[src/rtl/probe_latch_pkg.sv]
package probe_latch_pkg;

	// ==========================================================
	// register map (byte addresses on the word bus)
	localparam logic [15:0] STATUS_OFS = 16'h35F4;
	localparam logic [15:0] CONTROL_OFS = 16'h35F0;
	localparam logic [15:0] C1_RISE_POS_OFS = 16'h3600;
	localparam logic [15:0] C1_FALL_POS_OFS = 16'h3604;
	localparam logic [15:0] C2_RISE_POS_OFS = 16'h3608;
	localparam logic [15:0] C2_FALL_POS_OFS = 16'h360C;
	localparam logic [15:0] C1_RISE_CNT_OFS = 16'h3610;
	localparam logic [15:0] C1_FALL_CNT_OFS = 16'h3614;
	localparam logic [15:0] C2_RISE_CNT_OFS = 16'h3618;
	localparam logic [15:0] C2_FALL_CNT_OFS = 16'h361C;
	localparam logic [15:0] DI_SEL_OFS = 16'h3620;
	localparam logic [15:0] IRQ_STAT_OFS = 16'h3624;
	localparam logic [15:0] IRQ_MASK_OFS = 16'h3628;

	// ==========================================================
	// field layout
	localparam int CH2_BASE = 8;
	localparam int F_ENABLE = 0;
	localparam int F_MODE = 1;
	localparam int F_SOURCE = 2;
	localparam int F_RISE_EN = 4;
	localparam int F_FALL_EN = 5;
	localparam int S_RISE_HELD = 1;
	localparam int S_FALL_HELD = 2;
	localparam int S_COUNT = 6;
	localparam logic [15:0] CONTROL_RST = 16'h0000;
	localparam logic [15:0] STATUS_RST = 16'h0000;
	localparam logic [15:0] CONTROL_MASK = 16'h3737;
	localparam logic [31:0] UNMAPPED_DATA = 32'h0000_0000;

	typedef enum logic [1:0] {
		BUS_IDLE = 2'b00,
		BUS_ANSWER = 2'b01
	} bus_state_t;

	typedef struct packed {
		logic enable;
		logic mode;
		logic source;
		logic rise_en;
		logic fall_en;
	} chan_cfg_t;

	typedef struct packed {
		logic [15:0] address;
		logic read;
		logic write;
		logic [31:0] writedata;
	} av_req_t;

endpackage : probe_latch_pkg

[src/rtl/dual_touch_probe_latch.sv]
`timescale 1ns/1ns

module dual_touch_probe_latch
	import probe_latch_pkg::*;
#(
	parameter int DI_COUNT = 5,
	parameter int DI_SEL_W = 3,
	parameter int TURN_W = 26
) (
	input wire logic CLOCK_I,
	input wire logic SYS_RST_I,
	input wire logic [15:0] AVS_ADDRESS_I,
	input wire logic AVS_READ_I,
	input wire logic AVS_WRITE_I,
	input wire logic [31:0] AVS_WRITEDATA_I,
	input wire logic [3:0] AVS_BYTEENABLE_I,
	output logic [31:0] AVS_READDATA_O,
	output logic AVS_WAITREQUEST_O,
	input wire logic [DI_COUNT-1:0] DIGITAL_INPUT_LINE_I,
	input wire logic ABS_ENCODER_I,
	input wire logic INDEX_PULSE_I,
	input wire logic [TURN_W-1:0] TURN_POSITION_I,
	input wire logic signed [31:0] POSITION_I,
	output logic IRQ_O
);

	// ==========================================================
	// helpers
	function automatic chan_cfg_t cfg_of(input logic [15:0] w, input int b);
		chan_cfg_t c;
		c.enable = w[b + F_ENABLE];
		c.mode = w[b + F_MODE];
		c.source = w[b + F_SOURCE];
		c.rise_en = w[b + F_RISE_EN];
		c.fall_en = w[b + F_FALL_EN];
		return c;
	endfunction : cfg_of

	function automatic logic di_pick(input logic [DI_COUNT-1:0] v,
		input logic [DI_SEL_W-1:0] s);
		logic r;
		r = 1'b0;
		for (int i = 0; i < DI_COUNT; i++) begin
			if (s == DI_SEL_W'(i)) begin
				r = v[i];
			end
		end
		return r;
	endfunction : di_pick

	// ==========================================================
	// registers
	logic [15:0] probe_control_object;
	logic [DI_SEL_W-1:0] di_sel [2];
	logic trig_prev [2];
	logic armed_prev [2];
	logic rise_held [2];
	logic fall_held [2];
	logic [1:0] evt_count [2];
	logic signed [31:0] rise_pos [2];
	logic signed [31:0] fall_pos [2];
	logic [15:0] rise_cnt [2];
	logic [15:0] fall_cnt [2];
	logic [3:0] irq_stat;
	logic [3:0] irq_mask;
	bus_state_t bus_state;
	av_req_t req;

	assign req.address = AVS_ADDRESS_I;
	assign req.read = AVS_READ_I;
	assign req.write = AVS_WRITE_I;
	assign req.writedata = AVS_WRITEDATA_I;

	// ==========================================================
	// index pulse source
	logic turn_zero;
	logic index_src;
	assign turn_zero = (TURN_POSITION_I == '0);
	assign index_src = ABS_ENCODER_I ? turn_zero : INDEX_PULSE_I;

	// ==========================================================
	// capture channels
	chan_cfg_t cfg [2];
	logic trig [2];
	logic rise_ev [2];
	logic fall_ev [2];
	logic rearm [2];
	logic rise_take [2];
	logic fall_take [2];
	logic [1:0] evt_base [2];
	logic [15:0] status_word;

	for (genvar c = 0; c < 2; c++) begin : g_chan
		assign cfg[c] = cfg_of(probe_control_object, c * CH2_BASE);
		assign trig[c] = cfg[c].source ? index_src
			: di_pick(DIGITAL_INPUT_LINE_I, di_sel[c]);
		assign rise_ev[c] = cfg[c].enable && trig[c] && !trig_prev[c];
		assign fall_ev[c] = cfg[c].enable && !trig[c] && trig_prev[c];
		assign rearm[c] = cfg[c].enable && !armed_prev[c];
		// single mode latches an edge only while not yet held, or in the re-enable cycle
		assign rise_take[c] = rise_ev[c] && cfg[c].rise_en
			&& (cfg[c].mode || rearm[c] || !rise_held[c]);
		assign fall_take[c] = fall_ev[c] && cfg[c].fall_en
			&& (cfg[c].mode || rearm[c] || !fall_held[c]);
		// a latch in the re-enable cycle counts from zero
		assign evt_base[c] = rearm[c] ? 2'h0 : evt_count[c];

		always_ff @(posedge CLOCK_I or posedge SYS_RST_I) begin
			if (SYS_RST_I) begin
				trig_prev[c] <= 1'b0;
				armed_prev[c] <= 1'b0;
				rise_held[c] <= 1'b0;
				fall_held[c] <= 1'b0;
				evt_count[c] <= 2'h0;
				rise_pos[c] <= 32'sh0000_0000;
				fall_pos[c] <= 32'sh0000_0000;
				rise_cnt[c] <= 16'h0000;
				fall_cnt[c] <= 16'h0000;
			end else begin
				trig_prev[c] <= trig[c];
				armed_prev[c] <= cfg[c].enable;
				if (rearm[c]) begin
					rise_held[c] <= 1'b0;
					fall_held[c] <= 1'b0;
					evt_count[c] <= 2'h0;
				end
				if (rise_take[c]) begin
					rise_held[c] <= 1'b1;
					rise_pos[c] <= POSITION_I;
					rise_cnt[c] <= rise_cnt[c] + 16'h0001;
				end
				if (fall_take[c]) begin
					fall_held[c] <= 1'b1;
					fall_pos[c] <= POSITION_I;
					fall_cnt[c] <= fall_cnt[c] + 16'h0001;
				end
				if (cfg[c].mode && (rise_take[c] || fall_take[c])) begin
					evt_count[c] <= evt_base[c] + 2'h1;
				end
			end
		end
	end

	assign status_word = {evt_count[1], 3'b000, fall_held[1],
		rise_held[1], cfg[1].enable,
		evt_count[0], 3'b000, fall_held[0],
		rise_held[0], cfg[0].enable};

	// ==========================================================
	// register bus
	logic acc;
	logic acc_wr;
	logic wr_ctrl;
	logic wr_sel;
	logic wr_mask;
	logic rd_irq;
	logic [31:0] rd_mux;
	logic [3:0] irq_ev;
	logic [3:0] next_irq_stat;
	logic sel_lock0;
	logic sel_lock1;

	assign acc = req.read && bus_state == BUS_IDLE;
	// writes land at the edge where the master sees waitrequest low
	assign acc_wr = req.write && bus_state == BUS_ANSWER;
	assign wr_ctrl = acc_wr && req.address == CONTROL_OFS;
	assign wr_sel = acc_wr && req.address == DI_SEL_OFS;
	assign wr_mask = acc_wr && req.address == IRQ_MASK_OFS;
	assign rd_irq = acc && req.address == IRQ_STAT_OFS;
	// selection frozen while an input-sourced channel is enabled
	assign sel_lock0 = cfg[0].enable && !cfg[0].source;
	assign sel_lock1 = cfg[1].enable && !cfg[1].source;
	assign irq_ev = {fall_take[1], rise_take[1], fall_take[0], rise_take[0]};
	assign next_irq_stat = (rd_irq ? 4'h0 : irq_stat) | irq_ev;

	always_comb begin
		case (req.address)
			STATUS_OFS: rd_mux = {16'h0000, status_word};
			CONTROL_OFS: rd_mux = {16'h0000, probe_control_object};
			C1_RISE_POS_OFS: rd_mux = rise_pos[0];
			C1_FALL_POS_OFS: rd_mux = fall_pos[0];
			C2_RISE_POS_OFS: rd_mux = rise_pos[1];
			C2_FALL_POS_OFS: rd_mux = fall_pos[1];
			C1_RISE_CNT_OFS: rd_mux = {16'h0000, rise_cnt[0]};
			C1_FALL_CNT_OFS: rd_mux = {16'h0000, fall_cnt[0]};
			C2_RISE_CNT_OFS: rd_mux = {16'h0000, rise_cnt[1]};
			C2_FALL_CNT_OFS: rd_mux = {16'h0000, fall_cnt[1]};
			DI_SEL_OFS: rd_mux = {16'h0000, 8'(di_sel[1]), 8'(di_sel[0])};
			IRQ_STAT_OFS: rd_mux = {28'h0000000, irq_stat};
			IRQ_MASK_OFS: rd_mux = {28'h0000000, irq_mask};
			default: rd_mux = UNMAPPED_DATA;
		endcase
	end

	always_ff @(posedge CLOCK_I or posedge SYS_RST_I) begin
		if (SYS_RST_I) begin
			bus_state <= BUS_IDLE;
			AVS_WAITREQUEST_O <= 1'b1;
			AVS_READDATA_O <= 32'h0000_0000;
		end else begin
			case (bus_state)
				BUS_IDLE: begin
					if (req.read || req.write) begin
						bus_state <= BUS_ANSWER;
						AVS_WAITREQUEST_O <= 1'b0;
						AVS_READDATA_O <= req.read ? rd_mux : 32'h0000_0000;
					end
				end
				BUS_ANSWER: begin
					bus_state <= BUS_IDLE;
					AVS_WAITREQUEST_O <= 1'b1;
				end
				default: bus_state <= BUS_IDLE;
			endcase
		end
	end

	// status word has no write path
	always_ff @(posedge CLOCK_I or posedge SYS_RST_I) begin
		if (SYS_RST_I) begin
			probe_control_object <= CONTROL_RST;
			di_sel[0] <= '0;
			di_sel[1] <= '0;
			irq_mask <= 4'h0;
			irq_stat <= 4'h0;
			IRQ_O <= 1'b0;
		end else begin
			if (wr_ctrl && AVS_BYTEENABLE_I[0]) begin
				probe_control_object[7:0] <= req.writedata[7:0] & CONTROL_MASK[7:0];
			end
			if (wr_ctrl && AVS_BYTEENABLE_I[1]) begin
				probe_control_object[15:8] <=
					req.writedata[15:8] & CONTROL_MASK[15:8];
			end
			if (wr_sel && AVS_BYTEENABLE_I[0] && !sel_lock0) begin
				di_sel[0] <= req.writedata[DI_SEL_W-1:0];
			end
			if (wr_sel && AVS_BYTEENABLE_I[1] && !sel_lock1) begin
				di_sel[1] <= req.writedata[8 +: DI_SEL_W];
			end
			if (wr_mask && AVS_BYTEENABLE_I[0]) begin
				irq_mask <= req.writedata[3:0];
			end
			irq_stat <= next_irq_stat;
			IRQ_O <= |(next_irq_stat & irq_mask);
		end
	end

	// ==========================================================
	// checks
	a_status_bit_enable: assert property (@(posedge CLOCK_I)
		disable iff (SYS_RST_I) status_word[0] == probe_control_object[0])
		else $error("status enable mismatch");
	a_rise_sets_held: assert property (@(posedge CLOCK_I)
		disable iff (SYS_RST_I) rise_take[0] |=> status_word[S_RISE_HELD])
		else $error("rise flag not set");
	a_fall_sets_held: assert property (@(posedge CLOCK_I)
		disable iff (SYS_RST_I) fall_take[0] |=> status_word[S_FALL_HELD])
		else $error("fall flag not set");
	a_rise_pos_stored: assert property (@(posedge CLOCK_I)
		disable iff (SYS_RST_I)
		rise_take[0] |=> rise_pos[0] == $past(POSITION_I))
		else $error("rise position not stored");
	a_rise_counter_step: assert property (@(posedge CLOCK_I)
		disable iff (SYS_RST_I)
		rise_take[1] |=> rise_cnt[1] == $past(rise_cnt[1]) + 16'h0001)
		else $error("counter did not step");
	a_single_once: assert property (@(posedge CLOCK_I)
		disable iff (SYS_RST_I)
		!cfg[0].mode && rise_held[0] && !rearm[0] |=> $stable(rise_pos[0]))
		else $error("single mode relatched");
	a_sel_locked: assert property (@(posedge CLOCK_I)
		disable iff (SYS_RST_I)
		sel_lock0 && $past(sel_lock0) |-> $stable(di_sel[0]))
		else $error("input selection changed");
	a_single_no_count: assert property (@(posedge CLOCK_I)
		disable iff (SYS_RST_I)
		!cfg[0].mode && !rearm[0] |=> $stable(evt_count[0]))
		else $error("count moved in single mode");
	a_bus_answer: assert property (@(posedge CLOCK_I)
		disable iff (SYS_RST_I)
		(AVS_READ_I || AVS_WRITE_I) |-> ##[0:1] !AVS_WAITREQUEST_O)
		else $error("bus answer late");
	a_status_enable_two: assert property (@(posedge CLOCK_I)
		disable iff (SYS_RST_I)
		status_word[CH2_BASE] == probe_control_object[CH2_BASE])
		else $error("channel two enable mismatch");
	a_status_spare_zero: assert property (@(posedge CLOCK_I)
		disable iff (SYS_RST_I)
		status_word[5:3] == 3'b000 && status_word[13:11] == 3'b000)
		else $error("spare status bits set");
	a_control_spare_zero: assert property (@(posedge CLOCK_I)
		disable iff (SYS_RST_I)
		(probe_control_object & ~CONTROL_MASK) == 16'h0000)
		else $error("spare control bits set");
	a_rise_two_held: assert property (@(posedge CLOCK_I)
		disable iff (SYS_RST_I)
		rise_take[1] |=> status_word[CH2_BASE + S_RISE_HELD])
		else $error("channel two rise flag not set");
	a_fall_two_held: assert property (@(posedge CLOCK_I)
		disable iff (SYS_RST_I)
		fall_take[1] |=> status_word[CH2_BASE + S_FALL_HELD])
		else $error("channel two fall flag not set");
	a_fall_pos_stored: assert property (@(posedge CLOCK_I)
		disable iff (SYS_RST_I)
		fall_take[1] |=> fall_pos[1] == $past(POSITION_I))
		else $error("fall position not stored");
	a_rise_pos_two: assert property (@(posedge CLOCK_I)
		disable iff (SYS_RST_I)
		rise_take[1] |=> rise_pos[1] == $past(POSITION_I))
		else $error("channel two rise position not stored");
	a_fall_counter_step: assert property (@(posedge CLOCK_I)
		disable iff (SYS_RST_I)
		fall_take[0] |=> fall_cnt[0] == $past(fall_cnt[0]) + 16'h0001)
		else $error("fall counter did not step");
	a_rise_edge_off: assert property (@(posedge CLOCK_I)
		disable iff (SYS_RST_I)
		!cfg[0].rise_en |=> $stable(rise_pos[0]) && $stable(rise_cnt[0]))
		else $error("rise latched while off");
	a_fall_edge_off: assert property (@(posedge CLOCK_I)
		disable iff (SYS_RST_I)
		!cfg[1].fall_en |=> $stable(fall_pos[1]) && $stable(fall_cnt[1]))
		else $error("fall latched while off");
	a_disabled_quiet: assert property (@(posedge CLOCK_I)
		disable iff (SYS_RST_I)
		!cfg[0].enable |=> $stable(rise_cnt[0]) && $stable(fall_cnt[0]))
		else $error("disabled channel latched");
	a_count_one_step: assert property (@(posedge CLOCK_I)
		disable iff (SYS_RST_I)
		cfg[0].mode && !rearm[0] && (rise_take[0] || fall_take[0]) |=>
		status_word[S_COUNT +: 2] == $past(status_word[S_COUNT +: 2]) + 2'h1)
		else $error("channel one count did not step");
	a_count_two_step: assert property (@(posedge CLOCK_I)
		disable iff (SYS_RST_I)
		cfg[1].mode && !rearm[1] && (rise_take[1] || fall_take[1]) |=>
		evt_count[1] == $past(evt_count[1]) + 2'h1)
		else $error("channel two count did not step");
	a_sel_locked_two: assert property (@(posedge CLOCK_I)
		disable iff (SYS_RST_I)
		sel_lock1 && $past(sel_lock1) |-> $stable(di_sel[1]))
		else $error("channel two input selection changed");
	a_index_abs_zero: assert property (@(posedge CLOCK_I)
		disable iff (SYS_RST_I)
		cfg[0].source && ABS_ENCODER_I && TURN_POSITION_I == '0 |-> trig[0])
		else $error("index not at single-turn zero");
	a_wait_one_cycle: assert property (@(posedge CLOCK_I)
		disable iff (SYS_RST_I)
		!AVS_WAITREQUEST_O |=> AVS_WAITREQUEST_O)
		else $error("waitrequest low too long");
	a_read_clears_irq: assert property (@(posedge CLOCK_I)
		disable iff (SYS_RST_I)
		rd_irq && irq_ev == 4'h0 |=> irq_stat == 4'h0)
		else $error("interrupt status not cleared");
	a_irq_masked_off: assert property (@(posedge CLOCK_I)
		disable iff (SYS_RST_I)
		irq_mask == 4'h0 |=> !IRQ_O)
		else $error("masked interrupt raised");
	c_rise_latch: cover property (@(posedge CLOCK_I) rise_take[0]);
	c_cont_count: cover property (@(posedge CLOCK_I) evt_count[1] == 2'h3);
	c_irq: cover property (@(posedge CLOCK_I) IRQ_O);
	c_fall_latch: cover property (@(posedge CLOCK_I) fall_take[1]);
	c_sel_refused: cover property (@(posedge CLOCK_I) wr_sel && sel_lock0);

endmodule : dual_touch_probe_latch

[config.mk]
export PLATFORM = sky130hd
export DESIGN_NAME = dual_touch_probe_latch
export DESIGN_NICKNAME = d
export VERILOG_FILES = /design/src/rtl/probe_latch_pkg.sv /design/src/rtl/dual_touch_probe_latch.sv
export SDC_FILE = /design/constraint.sdc
export NUM_CORES = 1
export LEC_CHECK = 0
export ABC_CLOCK_PERIOD_IN_PS = 9100
export BUFFER_PORTS_ARGS = -buffer_cell sky130_fd_sc_hd__buf_2
export CAP_MARGIN = 10
export CORE_UTILIZATION = 35
export CTS_CLUSTER_DIAMETER = 30
export CTS_CLUSTER_SIZE = 12
export DETAILED_ROUTE_END_ITERATION = 8
export PLACE_DENSITY_LB_ADDON = 0.3
export SYNTH_ARGS = -nofsm -noshare
export SYNTH_HDL_FRONTEND = slang
export SYNTH_SLANG_ARGS = --single-unit
[constraint.sdc]
create_clock -name CLOCK_I -period 9.1 [get_ports CLOCK_I]
set_input_delay 0.455 -clock CLOCK_I [delete_from_list [all_inputs] [get_ports CLOCK_I]]
set_output_delay 0.455 -clock CLOCK_I [all_outputs]
set_load 0.05 [all_outputs]
Yosys cells after proc, flatten, opt, wreduce, memory -nomap -nowiden

Index checks and enable logic that the tools add are counted.

Output and inout bits: 34
Input bits: 121
Register bits after elaboration: 264
Word-level logic and storage cells: 159

Reduce and logical (&&, ||, !) cells: 70
Equality and inequality tests: 23
Bitwise gates (word level): 2
Add/sub/neg operators: 6
Multiplexer cells: 30

Operators by type and width:

| operator                                                           | count |
|---|---|
| 32-bit case mux with 13 select lines                               | 1 |
| 16-bit by 14-bit == test with 1-bit output (second input constant) | 13 |
| 16-bit by 1-bit adder with 16-bit output (second input constant)   | 4 |
| 1-bit logical AND                                                  | 35 |
| 32-bit 2-to-1 mux                                                  | 1 |
| 26-bit zero test                                                   | 1 |
| 1-bit 2-to-1 mux                                                   | 20 |
| 1-bit zero test                                                    | 14 |
| 3-bit by 2-bit == test with 1-bit output (second input constant)   | 4 |
| 2-bit 2-to-1 mux                                                   | 6 |
| 2-bit nonzero test                                                 | 5 |
| 1-bit logical OR                                                   | 9 |
| 3-bit by 1-bit == test with 1-bit output (second input constant)   | 2 |
| 3-bit == test (second input constant)                              | 2 |
| 3-bit zero test                                                    | 2 |
| 2-bit by 1-bit adder with 2-bit output (second input constant)     | 2 |
| 4-bit AND                                                          | 1 |
| 4-bit 2-to-1 mux                                                   | 1 |
| 4-bit bitwise OR                                                   | 1 |
| 2-bit AND reduction                                                | 2 |
| 4-bit OR reduction                                                 | 1 |
| 2-bit by 1-bit == test with 1-bit output (second input constant)   | 1 |
| 2-bit zero test                                                    | 1 |
| 2-bit by 1-bit != test with 1-bit output (second input constant)   | 1 |
| 1-bit case mux with 2 select lines                                 | 1 |

Longest topological paths before layout

Gate-level depths: netlist of the first run.

Word-level depth: 15
Gate-level depth with buffers: 9
Mapped depth without buffers: 6

Worst setup path before layout of the first run

OpenSTA, ideal clock, no wires.

Kind: input-to-reg
From: input AVS_ADDRESS_I[1]
To: register di_sel[3] (netlist bit)
Data required time: 8975 ps
Stages: 5
Setup time: 125 ps
Setup slack: 6555 ps
Data arrival time: 2420 ps
Cell sequence: or4b_4 > buf_2 > or4_1 > nor3_1 > mux2_2

Word-level cells in the longest chain between the ends: 4

RTL lines:

| element                                    | line                          | RTL |
|---|---|---|
| from (decl)                                | dual_touch_probe_latch.sv:12  | `input wire logic [15:0] AVS_ADDRESS_I,` |
| 16-bit by 14-bit == test with 1-bit output | dual_touch_probe_latch.sv:167 | `assign wr_sel = acc_wr && req.address == DI_SEL_OFS;` |
| 1-bit logical AND                          | dual_touch_probe_latch.sv:167 |  |
| 1-bit logical AND (2 in series)            | dual_touch_probe_latch.sv:235 | `if (wr_sel && AVS_BYTEENABLE_I[0] && !sel_lock0) begin` |
| to (decl)                                  | dual_touch_probe_latch.sv:54  | `logic [DI_SEL_W-1:0] di_sel [2];` |

Every way passes these cells.
A chain may end at the register's enable or synchronous reset.

Final worst setup path of the first run

From: input AVS_ADDRESS_I[6]
To: register AVS_READDATA_O[5]

Word-level cells in the longest chain between the ends: 3
Elaborated cells between the ends (all ways): 15
Those cells by class: 13 x eq/ne; 2 x mux

RTL lines:

| element                                    | line                          | RTL |
|---|---|---|
| 16-bit by 14-bit == test with 1-bit output | dual_touch_probe_latch.sv:177 | `case (req.address)` |
| 32-bit case mux with 13 select lines (*)   | dual_touch_probe_latch.sv:177 |  |
| 32-bit 2-to-1 mux (*)                      | dual_touch_probe_latch.sv:206 | `AVS_READDATA_O <= req.read ? rd_mux : 32'h0000_0000;` |
| to (signal assigned)                       | dual_touch_probe_latch.sv:206 |  |
| to (decl)                                  | dual_touch_probe_latch.sv:17  | `output logic [31:0] AVS_READDATA_O,` |

Every way passes the cells marked *; elsewhere a longest branch is shown, timed or not.

==> results of run 1 <==
[how the worst max path moves through the flow]
stage / depth (start not counted) / end / slack (ps)
floorplan: 1 / AVS_READDATA_O[0] / 1410
detailed placement: 7 / AVS_READDATA_O[5] / 5340
CTS: 7 / AVS_READDATA_O[5] / 5890
global placement: 7 / AVS_READDATA_O[5] / 5370
finish: 7 / AVS_READDATA_O[5] / 5900
global route: 7 / AVS_READDATA_O[5] / 5760
[critical path, cell delays in order]
cell and delay (ps):
buf_2 110, or4b_1 780, or4_1 710, nor3_4 900, a221oi_1 300, nand4b_1 270
a22o_1 150
[sequential cells by signal, indices dropped and copies added (netlist names), 4 cells and up]
register              cells
evt_count                 4
probe_control_object     10
rise_cnt                 32
AVS_READDATA_O           32
fall_pos                 64
rise_pos                 64
irq_mask                  4
fall_cnt                 32
irq_stat                  4
di_sel                    6
[Yosys cell counts, types with 8 or more instances]
cell type    n
a21oi_1     15
a221oi_1    25
a22o_1      28
a22oi_1     28
a31oi_1      8
and2_1       9
and3_1      17
and4_1      10
buf_1        9
buf_2       14
clkbuf_1    35
dfrtp_1    262
inv_1       12
mux2_2      98
mux2i_1      8
nand2_1    239
nand2b_1     8
nand3_1     48
nand4_1     29
nor2_1      15
nor3_1      21
nor4_1      11
o21ai_0     18
o21ai_1      9
xnor2_1     46
xor2_1      16
[final cells by class]
cell class,instances,area (sq um),share of cell area (%)
Sequential cell,263,6580,42.0
Multi-Input combinational cell,793,5360,34.2
Clock buffer,89,1860,11.9
Timing Repair Buffer,148,803,5.13
Tap cell,455,569,3.64
Clock inverter,33,437,2.79
Inverter,12,52.6,0.336
Antenna cell,1,2.50,0.0160
[power by group]
group          switching, W  leakage (nW)  internal, W
registers        0.00000145          3.60      0.00118
clock network      0.000763          1.10      0.00159
logic             0.0000682          2.86    0.0000258
[layer usage]
metal  track usage [%]  up-vias  routed length (um)
met3              4.63       72                2460
li1                  -     4437                   -
met2              33.9      344               17300
met4              6.67        6                 759
met5                 0        -                  34
met1              29.0     4913               16600
[metrics by stage]
step	cells	worst slack, ps	cell area [sq um]	power [W]	hold slack (ps)
2_1_floorplan	1131	1410	12200	0.00124	432
3_3_place_gp	1670	5370	13300	0.00129	458
3_5_place_dp	1670	5340	13300	0.00129	460
4_1_cts	1792	5890	15600	0.00366	53.1
5_1_grt	1793	5760	15700	0.00374	53.2
6_report	1794	5900	15700	0.00363	15.3
[logic make-up (layout without fill, tap and decap cells)]
group           Yosys count  in the layout  share of synthesized area, %
compound gates          174            174                          10.6
simple gates            446            446                          18.2
xor+xnor                 62             62                          4.44
buf+inv                  75            282                          2.63
fa+ha+maj                 4              4                         0.409
other cells               0              1                             0
mux                     107            107                          9.86
flops                   263            263                          53.8
==> results.sh, run 1 <==
export IMPL_grt_max_degree=104
export IMPL_setup_viol=0
export IMPL_drive_gt1_share_pct=28.5
export IMPL_crit_arrival_ps=3700
export IMPL_grt_ovfl_total=0
export IMPL_dieArea_sq_um=35700
export IMPL_fin_crit_ps=3200
export IMPL_cts_setup_buffers=0
export IMPL_ant_nets=0
export IMPL_cts_resized=0
export IMPL_syn2layout_area_growth_pct=28.0
export IMPL_insertion_delay_ps=570
export IMPL_p_per_area_nw_per_um2=232
export IMPL_synthFlopType="dfrtp_1"
export IMPL_dieWidth_um=189
export IMPL_syn_cell_area_sq_um=12200
export IMPL_synth_edf_count=0
export IMPL_cts_root_buf="clkbuf_16"
export IMPL_synth_fp_nets=1256
export IMPL_power_static_leakage_nw=7.56
export IMPL_peakVddDrop_mv=0.179
export IMPL_startpoint_type="input pin"
export IMPL_fill_cells=3205
export IMPL_path_class="in -> reg"
export IMPL_io_pins=155
export IMPL_r2r_cells=7
export IMPL_cts_buffer_depth=3
export IMPL_syn_avg_cell_area_sq_um=10.8
export IMPL_ys_ff_latch=263
export IMPL_yosysTopAreaCell="dfrtp_1"
export IMPL_synth_seq_area_share_pct=53.8
export IMPL_fp_dieH_um=189
export IMPL_synth_distinct_cells=65
export IMPL_cap_violations=0
export IMPL_run_status="complete, no violations"
export IMPL_rr_endpoint="rise_cnt[26]"
export IMPL_grt_antenna_before_repair=5
export IMPL_fmax_mhz=312
export IMPL_r2r_start="di_sel[4]"
export IMPL_dr_pass1_iters=5
export IMPL_hold_buffers=0
export IMPL_worst_pin_slew_ps=1110
export IMPL_num_vias=9772
export IMPL_port_buffers=131
export IMPL_final_common_cell="dfrtp_1"
export IMPL_fin_skew_ps=26.6
export IMPL_min_path_type="in -> async"
export IMPL_routed_wl_um=37200
export IMPL_cp_max_fo=18
export IMPL_critPathLaunch="AVS_ADDRESS_I[6]"
export IMPL_cts_max_level=3
export IMPL_dp_hpwl_um=23900
export IMPL_synthTopCellsByArea="dfrtp_1 (54%), mux2_2 (9.0%), nand2_1 (7.3%)"
export IMPL_grt_pass1_wl_um=58700
export IMPL_clkSlewWorstSetupHoldPaths_ps=40
export IMPL_synthCells=1131
export IMPL_fin_crit_sh_pct=35.2
export IMPL_routedWlPerCell_um=20.7
export IMPL_grt_pass1_vias=10000
export IMPL_rsz0062_at_grt="false"
export IMPL_ys_async_sr_fraction_pct=100
export IMPL_endpoint_kind="flip-flop"
export IMPL_viasPerCell=5.45
export IMPL_cp_required_ps=9590
export IMPL_grt_usage_pct=21.3
export IMPL_synth_top_area_share_pct=53.6
export IMPL_drv_slew=0
export IMPL_cts_buffers=67
export IMPL_ys_warn_count=0
export IMPL_rows=68
export IMPL_drtIter0Drc=773
export IMPL_clock_sinks=263
export IMPL_routabilityCongestion=0.827
export IMPL_nets=1410
export IMPL_mostFrequentLayoutCells="dfrtp_1 (262), nand2_1 (239), buf_2 (131)"
export IMPL_fin_tns_setup_ps=0
export IMPL_initial_utilization_pct=35.5
export IMPL_finalHoldViolCount=0
export IMPL_reg2reg_slack_ps=6210
export IMPL_core_area_sq_um=34500
export IMPL_cts_tree="built"
export IMPL_max_slew_margin_pct=26.0
export IMPL_drc=0
export IMPL_final_util_pct=45.5
No activity file was read; power rests on OpenSTA's default activity.
==> run 2, diff against run 1 <==
--- a/config.mk
+++ b/config.mk
@@ -5,7 +5,8 @@
 export SDC_FILE = /design/constraint.sdc
 export NUM_CORES = 1
 export LEC_CHECK = 0
-export ABC_CLOCK_PERIOD_IN_PS = 9100
+export ABC_AREA = 1
+export ABC_CLOCK_PERIOD_IN_PS = 3110
 export BUFFER_PORTS_ARGS = -buffer_cell sky130_fd_sc_hd__buf_2
 export CAP_MARGIN = 10
 export CORE_UTILIZATION = 35
==> constraint.sdc (replaced) <==
create_clock -name CLOCK_I -period 3.11 [get_ports CLOCK_I]
set_input_delay 0.1555 -clock CLOCK_I [delete_from_list [all_inputs] [get_ports CLOCK_I]]
set_output_delay 0.1555 -clock CLOCK_I [all_outputs]
set_load 0.05 [all_outputs]
==> results.sh, run 2 <==
export IMPL_run_status="complete, no violations"
export IMPL_nets=1960
export IMPL_routed_wl_um=39000
export IMPL_cts_root_buf="clkbuf_16"
export IMPL_cts_setup_buffers=0
export IMPL_r2r_start="di_sel[3]"
export IMPL_place_area_sq_um=14500
export IMPL_ys_ff_latch=263
export IMPL_fmax_mhz=447
export IMPL_largest_registers="fall_pos: 64 flops, rise_pos: 64 flops"
export IMPL_syn2layout_area_growth_pct=28.7
export IMPL_io_pins=155
export IMPL_cts_buffers=61
export IMPL_fin_crit_ps=2240
export IMPL_grt_pass1_vias=11600
export IMPL_drc=0
export IMPL_yosysTopAreaCell="dfrtp_1"
export IMPL_dieArea_sq_um=38800
export IMPL_startpoint_type="flip-flop"
export IMPL_cts_max_level=2
export IMPL_dr_pass1_iters=6
export IMPL_final_instance_count_excl_fill=2395
export IMPL_synth_top_area_share_pct=49.3
export IMPL_clkSlewWorstSetupHoldPaths_ps=50
export IMPL_cp_max_fo=63
export IMPL_drv_slew=0
export IMPL_path_cells="inv_1, o21ai_0, o21ai_1, nand2_1, nand3_1, nand2_1, nand3_2, buf_4, o21ai_0"
export IMPL_synth_most_common_cell="nand2_1"
export IMPL_synthTopCellsByArea="dfrtp_1 (49%), nand2_1 (11%), nand3_1 (9.3%)"
export IMPL_cp_required_ps=3530
export IMPL_antenna_cells=0
export IMPL_grt_max_degree=89
export IMPL_finalHoldViolCount=0
export IMPL_routabilityCongestion=0.910
export IMPL_fp_dieH_um=197
export IMPL_cts_resized=0
export IMPL_min_from="AVS_BYTEENABLE_I[0]"
export IMPL_clock_sinks=263
export IMPL_cts_tree="built"
export IMPL_cpMaxStageDelayCell="buf_4"
export IMPL_placed_cells=2235
export IMPL_ys_async_sr_fraction_pct=100
export IMPL_rsz0062_at_grt="false"
export IMPL_dieWidth_um=197
export IMPL_fin_skew_ps=31.6
export IMPL_grt_pass1_wl_um=62600
export IMPL_power_static_leakage_nw=8.30
export IMPL_synthFlopType="dfrtp_1"
export IMPL_viasPerCell=4.98
export IMPL_ys_warn_count=0
export IMPL_routedWlPerCell_um=16.3
export IMPL_core_area_sq_um=37500
export IMPL_grt_antenna_before_repair=0
export IMPL_final_util_pct=45.6
export IMPL_p_per_area_nw_per_um2=600
export IMPL_insertion_delay_ps=590
export IMPL_grt_ovfl_total=0
export IMPL_syn_cell_area_sq_um=13300
export IMPL_drive_gt1_share_pct=16.5
export IMPL_max_slew_margin_pct=32.0
export IMPL_worst_pin_slew_ps=1010
export IMPL_synth_commonest_cells="nand2_1 (373), dfrtp_1 (262), nand3_1 (246), o21ai_0 (176), inv_1 (170)"
export IMPL_total_power_w=0.0103
export IMPL_synth_edf_count=0
export IMPL_path_class="reg -> reg"
export IMPL_crit_arrival_ps=2660
export IMPL_cts_buffer_depth=3
export IMPL_syn_avg_cell_area_sq_um=8.10
export IMPL_rows=71
export IMPL_endpoint_kind="flip-flop"
export IMPL_initial_utilization_pct=35.5
export IMPL_synthCells=1642
export IMPL_synth_fp_nets=1767
export IMPL_final_area_sq_um=17100
export IMPL_hold_ws_ps=78.0
export IMPL_critPathLaunch="di_sel[3]"
export IMPL_crit_path_max_incr_delay_ps=550
export IMPL_dp_hpwl_um=26800
export IMPL_peakVddDrop_mv=0.437
export IMPL_grt_usage_pct=20.4
export IMPL_synth_seq_area_share_pct=49.5
export IMPL_setup_viol=0
export IMPL_final_common_cell="nand2_1"
export IMPL_mostFrequentLayoutCells="nand2_1 (373), dfrtp_1 (262), nand3_1 (246)"
export IMPL_cap_violations=0
export IMPL_ant_nets=0
export IMPL_synth_distinct_cells=42
export IMPL_min_path_type="in -> reg"
export IMPL_fin_crit_sh_pct=72.0
export IMPL_drtIter0Drc=894
export IMPL_num_vias=11900
export IMPL_port_buffers=131
[run 2: cell families after synthesis]
kind of cell | Yosys count | share of synthesized area (%)
simple gates | 836 | 28.8
compound gates | 228 | 8.91
xor+xnor | 58 | 3.82
mux | 3 | 0.282
flops | 263 | 49.5
buf+inv | 250 | 8.29
fa+ha+maj | 4 | 0.376
[run 2: layout make-up]
class                           count  area (sq um)
Clock inverter                     30           400
Sequential cell                   263          6580
Inverter                          172           649
Tap cell                          511           639
Fill cell                        3720         20400
Clock buffer                       82          1750
Timing Repair Buffer              208          1470
Multi-Input combinational cell   1129          5630
[run 2: what timing repair did]
item                                    4_1_cts  5_1_grt
hold buffers                                 48        0
endpoints found under the hold margin       168        0
endpoints found under the setup margin        0        0
[run 2: power breakdown]
group          leakage, nW  switching, W  total [W]  internal, W
clock                 1.05       0.00205    0.00647      0.00442
combinational         3.67      0.000223   0.000340     0.000118
sequential            3.58    0.00000477    0.00344      0.00344
[run 2: critical path: cells and delay by family, from the launching register on]
| kind | cells | cell delay (ps) |
|---|---|---|
| compound gates | 3 | 400 |
| buf+inv | 2 | 680 |
| flops | 1 | 390 |
| simple gates | 4 | 560 |
[run 2: metrics by stage]
step	setup slack, ps	TNS [ps]
2_1_floorplan	-514	-134720
3_3_place_gp	842	0
3_5_place_dp	857	0
4_1_cts	873	0
5_1_grt	672	0
6_report	871	0
[run 2: path summary, 6_finish.rpt]
| kind | endpoint | slack (ps) | cells after the start |
|---|---|---|---|
| worst max-delay path | fall_pos[62] | 870 | 9 |
| worst min-delay path | irq_mask[2] | 80 | 5 |
| worst max register to register | fall_pos[62] | 870 | 9 |
| worst min register to register | armed_prev[1] | 430 | 0 |
| max in group asynchronous | AVS_WAITREQUEST_O | 2060 | 4 |
| min in group asynchronous | fall_pos[12] | 250 | 3 |
[run 2: routing by layer]
| metal | vias up | track usage, % | wire [um] |
|---|---|---|---|
| li1 | 5792 | - | - |
| met1 | 5727 | 27.9 | 17700 |
| met2 | 317 | 32.2 | 17900 |
| met3 | 98 | 3.13 | 1950 |
| met4 | 0 | 8.47 | 1470 |
| met5 | - | 0 | 0 |
